===== config.mk =====
export PLATFORM = sky130hd
export DESIGN_NAME = adc_conversion_sequencer
export DESIGN_NICKNAME = d
export VERILOG_FILES = /design/src/hdl/adc_seq_pkg.sv /design/src/hdl/adc_conversion_sequencer.sv
export SDC_FILE = /design/constraint.sdc
export NUM_CORES = 1
export LEC_CHECK = 0
export BUFFER_PORTS_ARGS = -buffer_cell sky130_fd_sc_hd__clkbuf_2
export CORE_MARGIN = 1.5
export CORE_UTILIZATION = 30
export DETAILED_ROUTE_END_ITERATION = 6
export PLACE_DENSITY = 0.48
export SLEW_MARGIN = 0
export SYNTH_ARGS = -nofsm -noshare
export SYNTH_HDL_FRONTEND = slang
export SYNTH_SLANG_ARGS = --single-unit

===== constraint.sdc =====
create_clock -name CLK -period 2.7 [get_ports CLK]
set_input_delay 0.27 -clock CLK [delete_from_list [all_inputs] [get_ports CLK]]
set_output_delay 0.27 -clock CLK [all_outputs]
set_load 0.005 [all_outputs]

===== src/hdl/adc_seq_pkg.sv =====
package adc_seq_pkg;
    localparam logic [11:0] ADDR_CTRL0    = 12'h000;
    localparam logic [11:0] ADDR_CTRL2    = 12'h004;
    localparam logic [11:0] ADDR_DELAY    = 12'h008;
    localparam logic [11:0] ADDR_RES_LOW  = 12'h00c;
    localparam logic [11:0] ADDR_RES_HIGH = 12'h010;
    localparam logic [11:0] ADDR_IRQ_STAT = 12'h014;
    localparam logic [11:0] ADDR_IRQ_MASK = 12'h018;
    localparam logic [11:0] ADDR_IRQ_CFG  = 12'h01c;
    // Control 0 fields.
    localparam int CTRL0_START_BIT = 0;
    localparam int CTRL0_POWER_BIT = 1;
    localparam int CTRL0_BUSY_BIT  = 2;
    // Control 2 fields.
    localparam int CTRL2_TRIG_BIT  = 0;
    localparam int CTRL2_DLY_BIT   = 1;
    // Interrupt config fields.
    localparam int IRQCFG_GLOBAL_BIT = 0;
    localparam int IRQCFG_CONV_BIT   = 1;
    localparam int RESULT_WIDTH      = 12;
    localparam logic [11:0] RESULT_FULL_SCALE = 12'hfff;
    localparam logic [4:0]  SAMPLE_CYCLES     = 5'h04;
    localparam logic [4:0]  CONVERT_CYCLES    = 5'h0c;
    localparam logic [4:0]  TOTAL_CYCLES      = 5'h10;
    localparam logic [7:0]  DELAY_RESET       = 8'h00;
    localparam logic [31:0] READ_ZERO         = 32'h0000_0000;
    typedef enum logic [1:0]
    {
        ST_IDLE   = 2'b00,
        ST_SAMPLE = 2'b01,
        ST_CONV   = 2'b10
    } conv_state_t;
endpackage : adc_seq_pkg


===== src/hdl/adc_conversion_sequencer.sv =====
`timescale 1ns/10ps
`default_nettype none
module adc_conversion_sequencer
    import adc_seq_pkg::*;
(
    input  wire logic        CLK,
    input  wire logic        SYS_RST,
    input  wire logic        PSEL,
    input  wire logic        PENABLE,
    input  wire logic        PWRITE,
    input  wire logic [11:0] PADDR,
    input  wire logic [31:0] PWDATA,
    output logic      [31:0] PRDATA,
    output logic             PREADY,
    output logic             PSLVERR,
    input  wire logic        PWM_IRQ,
    input  wire logic [11:0] SAMPLE_DATA,
    output logic             ANALOG_POWER_ON,
    output logic             SAMPLE_HOLD,
    output logic             CONV_IRQ
);
    logic        start_bit_reg;
    logic        power_reg;
    logic        trig_sel_reg;
    logic        dly_en_reg;
    logic [7:0]  delay_reg;
    logic [11:0] result_reg;
    logic        irq_flag_reg;
    logic        irq_mask_reg;
    logic        global_en_reg;
    logic        conv_en_reg;
    conv_state_t state_reg;
    logic [4:0]  cyc_reg;
    logic        dly_run_reg;
    logic [7:0]  dly_cnt_reg;
    logic [31:0] prdata_reg;
    logic        wr;
    logic        rd;
    logic        start_fall;
    logic        dly_done;
    logic        launch;
    logic        conv_end;
    logic        busy;
    logic        ctrl0_wr;

    assign wr       = PSEL && PENABLE && PWRITE;
    assign rd       = PSEL && PENABLE && !PWRITE;
    assign ctrl0_wr = wr && (PADDR == ADDR_CTRL0);
    assign PREADY   = 1'b1;
    assign PSLVERR  = 1'b0;
    assign PRDATA   = prdata_reg;

    // The launch comes on the falling write of the start bit, not the rising one.
    assign start_fall = ctrl0_wr && start_bit_reg && !PWDATA[CTRL0_START_BIT]
                        && !trig_sel_reg;
    assign dly_done = dly_run_reg && (dly_cnt_reg == 8'h00);
    assign launch   = power_reg && (start_fall || dly_done);
    assign busy     = (state_reg != ST_IDLE);
    assign conv_end = (state_reg == ST_CONV) && (cyc_reg == TOTAL_CYCLES - 5'h01);

    always_ff @(posedge CLK)
    begin
        if (SYS_RST)
        begin
            start_bit_reg <= 1'b0;
            power_reg     <= 1'b0;
        end
        else if (ctrl0_wr)
        begin
            start_bit_reg <= PWDATA[CTRL0_START_BIT];
            power_reg     <= PWDATA[CTRL0_POWER_BIT];
        end
    end

    always_ff @(posedge CLK)
    begin
        if (SYS_RST)
        begin
            trig_sel_reg  <= 1'b0;
            dly_en_reg    <= 1'b0;
            delay_reg     <= DELAY_RESET;
            irq_mask_reg  <= 1'b0;
            global_en_reg <= 1'b0;
            conv_en_reg   <= 1'b0;
        end
        else if (wr)
        begin
            case (PADDR)
                ADDR_CTRL2:
                begin
                    trig_sel_reg <= PWDATA[CTRL2_TRIG_BIT];
                    dly_en_reg   <= PWDATA[CTRL2_DLY_BIT];
                end
                ADDR_DELAY:    delay_reg    <= PWDATA[7:0];
                ADDR_IRQ_MASK: irq_mask_reg <= PWDATA[0];
                ADDR_IRQ_CFG:
                begin
                    global_en_reg <= PWDATA[IRQCFG_GLOBAL_BIT];
                    conv_en_reg   <= PWDATA[IRQCFG_CONV_BIT];
                end
                default: ;
            endcase
        end
    end

    // PWM-triggered start waits the programmed count before launching.
    always_ff @(posedge CLK)
    begin
        if (SYS_RST || !power_reg)
        begin
            dly_run_reg <= 1'b0;
            dly_cnt_reg <= DELAY_RESET;
        end
        else if (PWM_IRQ && trig_sel_reg && dly_en_reg)
        begin
            dly_run_reg <= 1'b1;
            dly_cnt_reg <= delay_reg;
        end
        else if (dly_done)
            dly_run_reg <= 1'b0;
        else if (dly_run_reg)
            dly_cnt_reg <= dly_cnt_reg - 8'h01;
    end

    always_ff @(posedge CLK)
    begin
        if (SYS_RST || !power_reg)
        begin
            state_reg <= ST_IDLE;
            cyc_reg   <= 5'h00;
        end
        else if (launch)
        begin
            state_reg <= ST_SAMPLE;
            cyc_reg   <= 5'h00;
        end
        else
        begin
            case (state_reg)
                ST_IDLE: cyc_reg <= 5'h00;
                ST_SAMPLE:
                begin
                    cyc_reg <= cyc_reg + 5'h01;
                    if (cyc_reg == SAMPLE_CYCLES - 5'h01)
                        state_reg <= ST_CONV;
                end
                ST_CONV:
                begin
                    cyc_reg <= cyc_reg + 5'h01;
                    if (conv_end)
                        state_reg <= ST_IDLE;
                end
                default: state_reg <= ST_IDLE;
            endcase
        end
    end

    // The sample is latched at the end of the sample window and published at the end.
    logic [11:0] held_reg;
    always_ff @(posedge CLK)
    begin
        if (SYS_RST)
        begin
            held_reg   <= 12'h000;
            result_reg <= 12'h000;
        end
        else
        begin
            if (state_reg == ST_SAMPLE && cyc_reg == SAMPLE_CYCLES - 5'h01)
                held_reg <= SAMPLE_DATA & RESULT_FULL_SCALE;
            if (conv_end && !launch)
                result_reg <= held_reg;
        end
    end

    // Set wins over a write-one clear in the same cycle.
    always_ff @(posedge CLK)
    begin
        if (SYS_RST)
            irq_flag_reg <= 1'b0;
        else if (conv_end && !launch && power_reg)
            irq_flag_reg <= 1'b1;
        else if (wr && PADDR == ADDR_IRQ_STAT && PWDATA[0])
            irq_flag_reg <= 1'b0;
    end

    always_ff @(posedge CLK)
    begin
        if (SYS_RST)
            CONV_IRQ <= 1'b0;
        else
            CONV_IRQ <= irq_flag_reg && irq_mask_reg && global_en_reg && conv_en_reg;
    end

    always_ff @(posedge CLK)
    begin
        if (SYS_RST)
            prdata_reg <= READ_ZERO;
        else if (PSEL && !PENABLE && !PWRITE)
        begin
            prdata_reg <= READ_ZERO;
            case (PADDR)
                ADDR_CTRL0:
                begin
                    prdata_reg[CTRL0_START_BIT] <= start_bit_reg;
                    prdata_reg[CTRL0_POWER_BIT] <= power_reg;
                    prdata_reg[CTRL0_BUSY_BIT]  <= busy;
                end
                ADDR_CTRL2:
                begin
                    prdata_reg[CTRL2_TRIG_BIT] <= trig_sel_reg;
                    prdata_reg[CTRL2_DLY_BIT]  <= dly_en_reg;
                end
                ADDR_DELAY:    prdata_reg[7:0] <= delay_reg;
                ADDR_RES_LOW:  prdata_reg[7:0] <= result_reg[7:0];
                ADDR_RES_HIGH: prdata_reg[3:0] <= result_reg[11:8];
                ADDR_IRQ_STAT: prdata_reg[0]   <= irq_flag_reg;
                ADDR_IRQ_MASK: prdata_reg[0]   <= irq_mask_reg;
                ADDR_IRQ_CFG:
                begin
                    prdata_reg[IRQCFG_GLOBAL_BIT] <= global_en_reg;
                    prdata_reg[IRQCFG_CONV_BIT]   <= conv_en_reg;
                end
                default: ;
            endcase
        end
    end

    always_ff @(posedge CLK)
    begin
        if (SYS_RST)
        begin
            ANALOG_POWER_ON <= 1'b0;
            SAMPLE_HOLD     <= 1'b0;
        end
        else
        begin
            ANALOG_POWER_ON <= power_reg;
            SAMPLE_HOLD     <= power_reg && (state_reg == ST_SAMPLE);
        end
    end
endmodule : adc_conversion_sequencer
`default_nettype wire


==> results of run 1 <==
layout by cell type, fill, tap and decap left out, drive strengths merged, types with 5 or more instances in the layout:
cell / count
conb: 26
xnor2: 5
dfxtp: 67
mux2: 5
ha: 8
o31ai: 5
o21ai: 21
mux2i: 16
nor2b: 8
buf: 13
nand2: 51
nor2: 20
inv: 10
nand4: 13
nand3: 20
a211oi: 6
a21oi: 42
clkbuf: 59
metrics by stage:
step | instance area [um2] | std cells | utilization
3_5_place_dp | 3720 | 579 | 0.340
2_1_floorplan | 3490 | 426 | -
3_3_place_gp | 3720 | 579 | 0.340
4_1_cts | 4010 | 594 | 0.367
6_report | 4010 | 594 | 0.367
5_1_grt | 4010 | 594 | 0.367
synth_stat cells, types with 4 or more instances:
master and number:
a32oi_1 4, a21oi_1 42, nand2_1 51, mux2_2 5, nand4_1 13, clkbuf_1 18, dfxtp_1 67, nand3_1 20
xnor2_1 5, o21ai_1 9, nor2_1 20, buf_4 26, a211oi_1 6, nor2b_1 8, ha_1 8, inv_1 10
mux2i_1 16, o31ai_1 5, o21ai_0 12
per-layer routing:
metal	up-vias	wire [um]
met5	-	0
met2	64	3980
met3	9	289
met1	1346	4000
met4	0	104
li1	1483	-
critical path, delay by kind of cell (launching register included):
family	cells	cell delay (ps)
AO/OA/AOI/OAI	2	520
AND/OR/NAND/NOR	1	470
multiplexers	1	380
flip-flops	1	310
adder cells (fa/ha/maj)	1	220
buffers and inverters	1	110
worst paths after layout:
| path | from | end | slack [ps] |
|---|---|---|---|
| hold / removal | SAMPLE_DATA[0] | held_reg[0] | 180 |
| setup reg to reg | dly_cnt_reg[0] | dly_cnt_reg[1] | 610 |
| setup / recovery | dly_cnt_reg[0] | dly_cnt_reg[1] | 610 |
| hold reg to reg | PRDATA[2] | PRDATA[2] | 450 |
area by class of cell:
type                       instances  area, um2  share of cell area
clock buffer                      11        243              0.0605
clock inverter                     4       51.3              0.0128
inverter                          10       37.5             0.00936
multi-input combinational        301       1820               0.455
sequential                        67       1340               0.334
tap                              140        175              0.0437
timing repair buffer              61        338              0.0842
power groups by stage:
stage	sequential (mW)	clock (mW)	combinational (mW)
after floorplan	1.01	0	0.0817
after global placement	1.01	0	0.0993
after detailed placement	1.01	0	0.100
after CTS	0.989	1.18	0.101
after global routing	0.988	1.22	0.115
final	0.989	1.15	0.101
cell families after synthesis:
kind of cell,Yosys count
AND/OR/NAND/NOR,147
flip-flops,67
other,2
adder cells (fa/ha/maj),8
multiplexers,22
AO/OA/AOI/OAI,93
XOR/XNOR,5
buffers and inverters,58
==> results.md, run 1 <==
* IO Port Bufs at 48
* Ys flop type: dfxtp_1
* CTS sink cnt at 67
* Worst-Margin Slew at 643 ps
* Post-CTS Setup Bufs at 0
* Hold Crit Depth at 3
* CP max stage delay at 470 ps
* Synth cell types at 52
* Int Power at 1.76 mW
* Clk slew on worst S/H paths at 60 ps
* CP max FO at 4
* R2R depth at 6
* TritonCTS Buffers at 9
* Hold_ws at 180 ps
* Drt wl/cell at 14.1 um
* Met2 Use GR at 0.239
* Worst setup margin at 610 ps
* Max transition margin at 0.560
* Initial core utilization at 0.311
* Top cells by area, synth: dfxtp_1 39%, a21oi_1 6.2%, buf_4 5.7%, nand2_1 5.6%, mux2i_1 4.7%
* Yosys top cell area share at 0.394
* CP endpoint kind: register
* Die width at 109 um
* WP data arrival at 2320 ps
* PwrDens at 560 mW/mm2
* Main combinational cell family by area after synthesis: simple AND/OR/NAND/NOR gates
* Setup Skew at 7.12 ps
* Mux cell area share after synthesis at 0.0703
* Global route overflow at 0
* Resize count post-CTS at 0
* Layout fillers at 1,153
* HPWL Detailed at 6080 um
* Vias in the first global route at 2,705
* DRT antenna net count at 0
* Clock root cell: clkbuf_16
* Top Ports at 99
* Die Height at 109 um
* Area grow syn2layout at 17.9%
* Post-Syn Area at 0.00340 mm2
* Via density at 4.89
* Largest net degree at the start of global routing at 34
* Min-delay worst type: input port to register
* Hold Vio Cnt, Final at 0
* Nets at 520
* Grt peak-use layer: met2
* Crit path kind: register to register
* Combinational Power Share at 0.045
* DR vias at 2,902
* Sw Ratio at 0.216
* Switch Pwr at 0.485 mW
* Sequential share of the synthesized area at 0.394
* Drt initial violations at 140
* Ys async rst share at 0
* Area leader, netlist: dfxtp_1
* Final Setup Violations at 0
* First-pass GRT wire length at 13,700 um
* Post-Synth Simple-Gate Area at 0.229
* Minimum clock period at 2090 ps
* YS warnings at 0
* Final TNS setup at 0 ps
* Met3 Usage GRT at 0.0249
* RD Place Congestion at 0.754
* Routed Wire Length at 8380 um
* Row count at 38
* Max-slew violations at 0
* Fmax at 0.479 GHz
* Worst slack, placed at 399 ps
* Syn Area/Cell at 8.46 um2
* H-tree Lvls at 3
* Clk pwr share at 0.514
* Data required time of the worst path at 2930 ps
* Max Cap Viol at 0
* Yosys reg bits at 67
* Worst VDD drop at 0.403 mV
* Startpoint Class: register
* Synth Area in Compound Gates at 0.164
* M1 GR Usage at 0.200
* Number of synthesized flops with an enable pin at 0
* Pleak at 1.49 nW
* Initial antenna violation count at 0
* Final Power at 2.24 mW
* Die area at 0.0120 mm2
* DR pass1 iterations at 4
* Tcrit/Tclk final at 0.774
* Mapped Cells at 402
* Gr usage total at 0.148
* Hold Buf Count CTS at 0
* Clock Tree Buf Depth at 2
* Worst-Skew Late Latency at 320 ps
* Remaining DRCs at 0
* Xor/xnor share of the synthesized area at 0.0129
* Adder and majority gate portion of the synthesized area at 0.0294
* Seq pwr share at 0.441
* Critical path's slowest cell: or3b_2
* Ant. Diodes at 0
* CTS tree: yes
* RSZ-0062 raised after global routing: false
* Crit-path cells: inv_1 > ha_1 > or3b_2 > o21ai_0 > mux2_2 > o22ai_1
* Core Footprint at 0.0109 mm2
* Status: complete, no violations
* Layout cells sized above 1 at 0.207
No activity file was read; power rests on OpenSTA's default activity.
==> run 2, diff against run 1 <==
--- a/config.mk
+++ b/config.mk
@@ -9,7 +9,7 @@
 export CORE_MARGIN = 1.5
 export CORE_UTILIZATION = 30
 export DETAILED_ROUTE_END_ITERATION = 6
-export PLACE_DENSITY = 0.48
+export PLACE_DENSITY = 0.5
 export SLEW_MARGIN = 0
 export SYNTH_ARGS = -nofsm -noshare
 export SYNTH_HDL_FRONTEND = slang
==> constraint.sdc (replaced) <==
create_clock -name CLK -period 1.7 [get_ports CLK]
set_input_delay 0.17 -clock CLK [delete_from_list [all_inputs] [get_ports CLK]]
set_output_delay 0.17 -clock CLK [all_outputs]
set_load 0.005 [all_outputs]
==> run 2 against run 1 <==
- sequential power is 59% higher
- non-clock buffer count is 34 higher
- design area is 11% higher
- global-route usage is 0.37 points higher
- via count is 5.4% higher
- worst setup slack worse by 690 ps
- maximum frequency is 18% higher
- total power is 57% higher
- final cell count is 5.6% higher
- first-iteration DRC count is 49% higher
- the flow now finishes with violations (setup timing)
- clock power is 55% higher
- register-to-register slack worse by 690 ps
==> results.md, run 2 (same netlist as run 1, synthesis figures left out) <==
* Ant. Diodes at 0 (unchanged)
* RD Place Congestion at 0.810 (+7.5%)
* Vias in the first global route at 2,822 (+4.3%)
* Top Ports at 99 (unchanged)
* CP max FO at 6 (+2)
* H-tree Lvls at 3 (unchanged)
* TritonCTS Buffers at 9 (unchanged)
* Clock root cell: clkbuf_16
* Worst setup margin at -75.0 ps (-685 ps)
* IO Port Bufs at 48 (unchanged)
* Crit path kind: register to register
* Min-delay worst type: input port to register
* RSZ-0062 raised after global routing: true
* DR vias at 3,060 (+5.4%)
* Setup Skew at 4.55 ps (-2.56 ps)
* Hold Buf Count CTS at 0 (unchanged)
* Setup crit end: result_reg[7]
* CP endpoint kind: register
* DRT antenna net count at 0 (unchanged)
* Placed Area at 0.00394 mm2 (+6.0%)
* R2r setup slk at -70 ps (-690 ps)
* Reg2reg start: cyc_reg[1]
* Core Footprint at 0.0109 mm2 (unchanged)
* Status: complete, but fails checks
* Via density at 4.88 (-0.11%)
* WP data arrival at 2020 ps (-300 ps)
* Data required time of the worst path at 1950 ps (-980 ps)
* PwrDens at 792 mW/mm2 (+42%)
* Worst-Skew Late Latency at 320 ps (about the same)
* Max-slew violations at 0 (unchanged)
* Worst flop-to-flop path endpoint: result_reg[7]
* Startpoint Class: register
* Fmax at 0.563 GHz (+18%)
* Largest net degree at the start of global routing at 34 (unchanged)
* Most frequent cells in the layout: 63 x dfxtp_1, 49 x nand2_1, 48 x clkbuf_2
* Hold Vio Cnt, Final at 0 (unchanged)
* Commonest non-fill, non-tap cell in the layout: dfxtp_1
* Minimum clock period at 1770 ps (-315 ps)
* Failing checks: setup timing
* Drt initial violations at 209 (+49%)
* Routed Wire Length at 8750 um (+4.4%)
* Global route overflow at 0 (unchanged)
* Clk slew on worst S/H paths at 50 ps (about the same)
* Tcrit/Tclk final at 1.04 (+0.270)
* Worst VDD drop at 0.504 mV (+25%)
* Gr usage total at 0.152 (+0.00367)
* First-pass GRT wire length at 14,100 um (+2.3%)
* Clock Tree Buf Depth at 2 (unchanged)
* Area grow syn2layout at 30.6%
* Nets at 554 (+6.5%)
* Final Power at 3.52 mW (+57%)
* CTS sink cnt at 67 (unchanged)
* Max Cap Viol at 0 (unchanged)
* Row count at 38 (unchanged)
* CP startpoint: cyc_reg[1]
* Drt wl/cell at 14.0 um (-1.1%)
* Initial antenna violation count at 0 (unchanged)
* Die area at 0.0120 mm2 (unchanged)
* CTS tree: yes
* HPWL Detailed at 6260 um (+2.9%)
* Layout cells sized above 1 at 0.308 (+0.101)
* Remaining DRCs at 0 (unchanged)
* Pleak at 1.71 nW (+14%)
* Die width at 109 um (unchanged)
* Initial core utilization at 0.311 (unchanged)
* Final Cell Area at 0.00444 mm2 (+11%)
* Hold_sp: SAMPLE_DATA[1]
* Final Setup Violations at 14 (+14)
* Die Height at 109 um (unchanged)
* R2R depth at 8 (+2)
* DR pass1 iterations at 4 (unchanged)
[run 2: cell types whose count changed in the layout (fill, tap and decap cells not counted), moves of 2 or more]
cell	delta
dfxtp_2	+4
inv_1	-2
or4_4	+2
a211oi_1	-3
buf_4	+29
or4_1	-2
buf_6	+3
inv_2	+2
a211oi_2	+3
ha_1	-3
ha_4	+3
dfxtp_1	-4
nand2_1	-2
[run 2: final cells by class]
| type | count | area, um2 |
|---|---|---|
| Clock inverter | 3 | 40.0 |
| Clock buffer | 11 | 243 |
| Fill cell | 1129 | 6490 |
| Tap cell | 140 | 175 |
| Inverter | 10 | 37.5 |
| Timing Repair Buffer | 95 | 637 |
| Sequential cell | 67 | 1350 |
| Multi-Input combinational cell | 301 | 1960 |
[run 2: through the flow]
stage / TNS [ps] / std cells / utilization / hold WS [ps] / setup slack [ps]
finish: -741 / 627 / 0.406 / 81.8 / -75.0
global route: -2010 / 627 / 0.406 / 84.5 / -189
CTS: -954 / 623 / 0.397 / 75.9 / -102
detailed placement: -4780 / 606 / 0.360 / 419 / -242
global placement: -4460 / 606 / 0.360 / 406 / -214
floorplan: -2650 / 426 / - / 317 / -139
[run 2: how the worst min path moves through the flow]
| stage | endpoint | slack, ps | cells after the start |
|---|---|---|---|
| detailed placement | held_reg[10] | 420 | 3 |
| finish | held_reg[1] | 80 | 3 |
| CTS | held_reg[1] | 80 | 3 |
| global route | held_reg[4] | 80 | 3 |
| global placement | held_reg[10] | 410 | 3 |
| floorplan | held_reg[0] | 320 | 2 |
[run 2: critical path, stage by stage, from the launching register on]
cell	delay, ps
dfxtp_2	350
ha_4	140
and3_4	180
ha_4	140
nand2_4	40
a41o_1	230
a31oi_4	270
buf_12	170
mux2i_1	180
[run 2: power breakdown]
| part | switching, mW | total [mW] | internal (mW) | leakage, nW |
|---|---|---|---|---|
| combinational | 0.105 | 0.167 | 0.0619 | 1.02 |
| sequential | 0.0000136 | 1.57 | 1.57 | 0.541 |
| clock | 0.626 | 1.78 | 1.15 | 0.141 |
| total | 0.731 | 3.52 | 2.79 | 1.71 |
[run 2: routing by layer]
| layer | share of wire | track usage | routed length [um] | vias to the layer above |
|---|---|---|---|---|
| met5 | 0 | 0 | 0 | - |
| met4 | 0.010 | 0.0584 | 91 | 0 |
| met3 | 0.028 | 0.0273 | 244 | 8 |
| met2 | 0.48 | 0.251 | 4170 | 56 |
| met1 | 0.48 | 0.196 | 4240 | 1450 |
| li1 | - | - | - | 1546 |
[run 2: what timing repair did]
item                       in CTS  in global routing
gates resized for setup        18                 18
setup endpoints to repair      17                 38
cloned                          1                  0
setup buffers                   2                  4
pin swaps                       7                 10
==> run 3, diff against run 2 <==
--- a/config.mk
+++ b/config.mk
@@ -5,6 +5,7 @@
 export SDC_FILE = /design/constraint.sdc
 export NUM_CORES = 1
 export LEC_CHECK = 0
+export ABC_AREA = 1
 export BUFFER_PORTS_ARGS = -buffer_cell sky130_fd_sc_hd__clkbuf_2
 export CORE_MARGIN = 1.5
 export CORE_UTILIZATION = 30
==> run 3 against run 2 <==
- the flow finishes with violations (DRC)
- routed wire length fell by 3.1%
- non-clock buffer count fell by 32
- critical path depth rose by 1
- clock power rose by 3%
- worst hold slack improved by 21 ps
- total power rose by 2.1%
- sequential power barely moved
- global-route usage fell by 1.2 points
- via count rose by 1.7%
- final cell count rose by 8.5%
- critical path type unchanged
==> results.md, run 3 <==
* Status: complete, but fails checks
* Failing checks: DRC
* Ant. Diodes at 0 (unchanged)
* Data required time of the worst path at 1920 ps (-30 ps)
* Startpoint Class: register
* DR vias at 3,111 (+1.7%)
* Largest net degree at the start of global routing at 39 (+15%)
* Area leader, netlist: dfxtp_1
* Worst-Skew Late Latency at 330 ps (about the same)
* Max Cap Viol at 0 (unchanged)
* Clock root cell: clkbuf_16
* Area grow syn2layout at 18.9%
* H-tree Lvls at 3 (unchanged)
* IO Port Bufs at 48 (unchanged)
* Gr usage total at 0.139 (-0.0125)
* Syn Area/Cell at 7.49 um2 (-11%)
* DR pass1 iterations at 6 (+2)
* Global route overflow at 0 (unchanged)
* Synth cell types at 38 (-27%)
* Hold_ws at 103 ps (+21.1 ps)
* Top cells by area, synth: dfxtp_1 38%, nand2_1 7.1%, a21oi_1 6.7%, nand3_1 6.0%, buf_4 5.9%
* Row count at 39 (+2.6%)
* Initial core utilization at 0.310 (-0.000684)
* Die area at 0.0126 mm2 (+4.9%)
* Fmax at 0.653 GHz (+16%)
* Nets at 602 (+8.7%)
* Ys flop type: dfxtp_1
* Worst VDD drop at 0.537 mV (+6.5%)
* WP data arrival at 1760 ps (-260 ps)
* Clk slew on worst S/H paths at 50 ps (about the same)
* CP max FO at 4 (-2)
* Ys async rst share at 0 (unchanged)
* Final Setup Violations at 0 (-14)
* Max-slew violations at 0 (unchanged)
* Mapped Cells at 477 (+19%)
* Hold Vio Cnt, Final at 0 (unchanged)
* Routed Wire Length at 8480 um (-3.1%)
* Via density at 4.58 (-6.3%)
* Final Power at 3.59 mW (+2.1%)
* Drt initial violations at 215 (+2.9%)
* Pleak at 1.79 nW (+5.1%)
* Yosys top cell area share at 0.375 (-0.0191)
* First-pass GRT wire length at 13,900 um (-1.1%)
* CTS sink cnt at 67 (unchanged)
* CTS tree: yes
* HPWL Detailed at 6340 um (+1.3%)
* Crit path kind: register to register
* Clock Tree Buf Depth at 2 (unchanged)
* Initial antenna violation count at 0 (unchanged)
* Post-synth top cells: 68 x nand2_1, 67 x dfxtp_1, 51 x inv_1
* Layout fillers at 1,228 (+8.8%)
* Core Footprint at 0.0115 mm2 (+5.3%)
* Final Cell Area at 0.00425 mm2 (-4.3%)
* Most frequent cell after synthesis: nand2_1
* Vias in the first global route at 2,898 (+2.7%)
* Top Ports at 99 (unchanged)
* Placed Area at 0.00390 mm2 (-1.0%)
* Yosys reg bits at 67 (unchanged)
* TritonCTS Buffers at 9 (unchanged)
* Hold Buf Count CTS at 0 (unchanged)
* Commonest non-fill, non-tap cell in the layout: nand2_1
* Sequential share of the synthesized area at 0.375 (-0.0191)
* Layout cells sized above 1 at 0.225 (-0.0827)
* Remaining DRCs at 10 (+10)
* Number of synthesized flops with an enable pin at 0 (unchanged)
* PwrDens at 845 mW/mm2 (+6.7%)
* Min-delay worst type: input port to register
* Die width at 112 um (+2.4%)
* Setup Skew at 5.33 ps (+0.779 ps)
* Post-Syn Area at 0.00357 mm2 (+5.1%)
* Footprint of the multi-input gates at 0.00184 mm2 (-6.2%)
* RD Place Congestion at 0.813 (+0.26%)
* CP endpoint kind: register
* Die Height at 112 um (+2.4%)
* Minimum clock period at 1530 ps (-243 ps)
* Tcrit/Tclk final at 0.901 (-0.143)
* DRT antenna net count at 0 (unchanged)
* Storage cell area at 0.00134 mm2 (-0.28%)
* Drt wl/cell at 12.5 um (-11%)
* Most frequent cells in the layout: 68 x nand2_1, 66 x dfxtp_1, 50 x inv_1
* YS warnings at 0 (unchanged)
## run 3: cell types whose count changed after synthesis, sizes merged, moves of 5 or more
cell and delta:
mux2 -5, nand2 +28, mux2i -16, nand3 +33, a21oi +6, inv +44, o211ai +5, o21ai +5
nor2b -8, clkbuf -11, nor2 +36, buf +6
## run 3: area by class of cell
cell class / count / share of cell area
clock buffer: 9 / 0.0530
multi-input combinational: 336 / 0.433
sequential: 67 / 0.316
timing repair buffer: 63 / 0.0901
tap: 143 / 0.0421
clock inverter: 7 / 0.0162
inverter: 55 / 0.0492
## run 3: worst max-delay path, cell delays in order (launching register included)
cell and delay (ps):
dfxtp_1 380, ha_4 160, nand2_1 60, nor2_1 100, ha_1 180, inv_1 50, a21oi_2 160, a21oi_1 90
a31oi_1 180, nor2_1 50
## run 3: cell families (layout without fill, tap and decap cells)
kind of cell,after synthesis,count (layout),share of synthesized area
other,2,26,0.00210
flip-flops,67,67,0.375
AO/OA/AOI/OAI,93,93,0.141
adder cells (fa/ha/maj),8,8,0.0280
buffers and inverters,98,134,0.143
AND/OR/NAND/NOR,205,205,0.300
XOR/XNOR,4,4,0.00981
## run 3: what timing repair did
action | CTS | global route
buffers inserted | 0 | 0
endpoints found under the setup margin | 0 | 29
gates resized for setup | 0 | 10
## run 3: path summary, 6_finish.rpt
path                                      to  slack, ps  depth (start not counted)         from
worst min register to register   held_reg[2]        460                          2  held_reg[2]
worst min-delay path            delay_reg[4]        100                          3    PWDATA[4]
worst max register to register  state_reg[1]        170                          9   cyc_reg[1]
worst max-delay path            state_reg[1]        170                          9   cyc_reg[1]
## run 3: where the power goes
group	total [mW]	leakage (nW)	internal [mW]	switching, mW
clock network	1.83	0.141	1.13	0.701
registers	1.58	0.541	1.58	0.00375
logic	0.181	1.11	0.0667	0.114
total	3.59	1.79	2.77	0.819
## run 3: metal layers
metal,global-route usage,share of wire,wire [um],up-vias
li1,-,-,-,1628
met4,0.0498,0.015,130,0
met2,0.226,0.47,4000,69
met3,0.0383,0.051,432,14
met1,0.179,0.46,3920,1400
met5,0,0,0,-
## run 3: metrics by stage
stage,std cells,utilization,setup slack [ps],TNS (ps)
3_3_place_gp,663,0.339,121,0
6_report,680,0.369,168,0
3_5_place_dp,663,0.339,83.1,0
5_1_grt,680,0.369,-4.75,-4.75
4_1_cts,679,0.364,71.6,0
2_1_floorplan,501,-,155,0
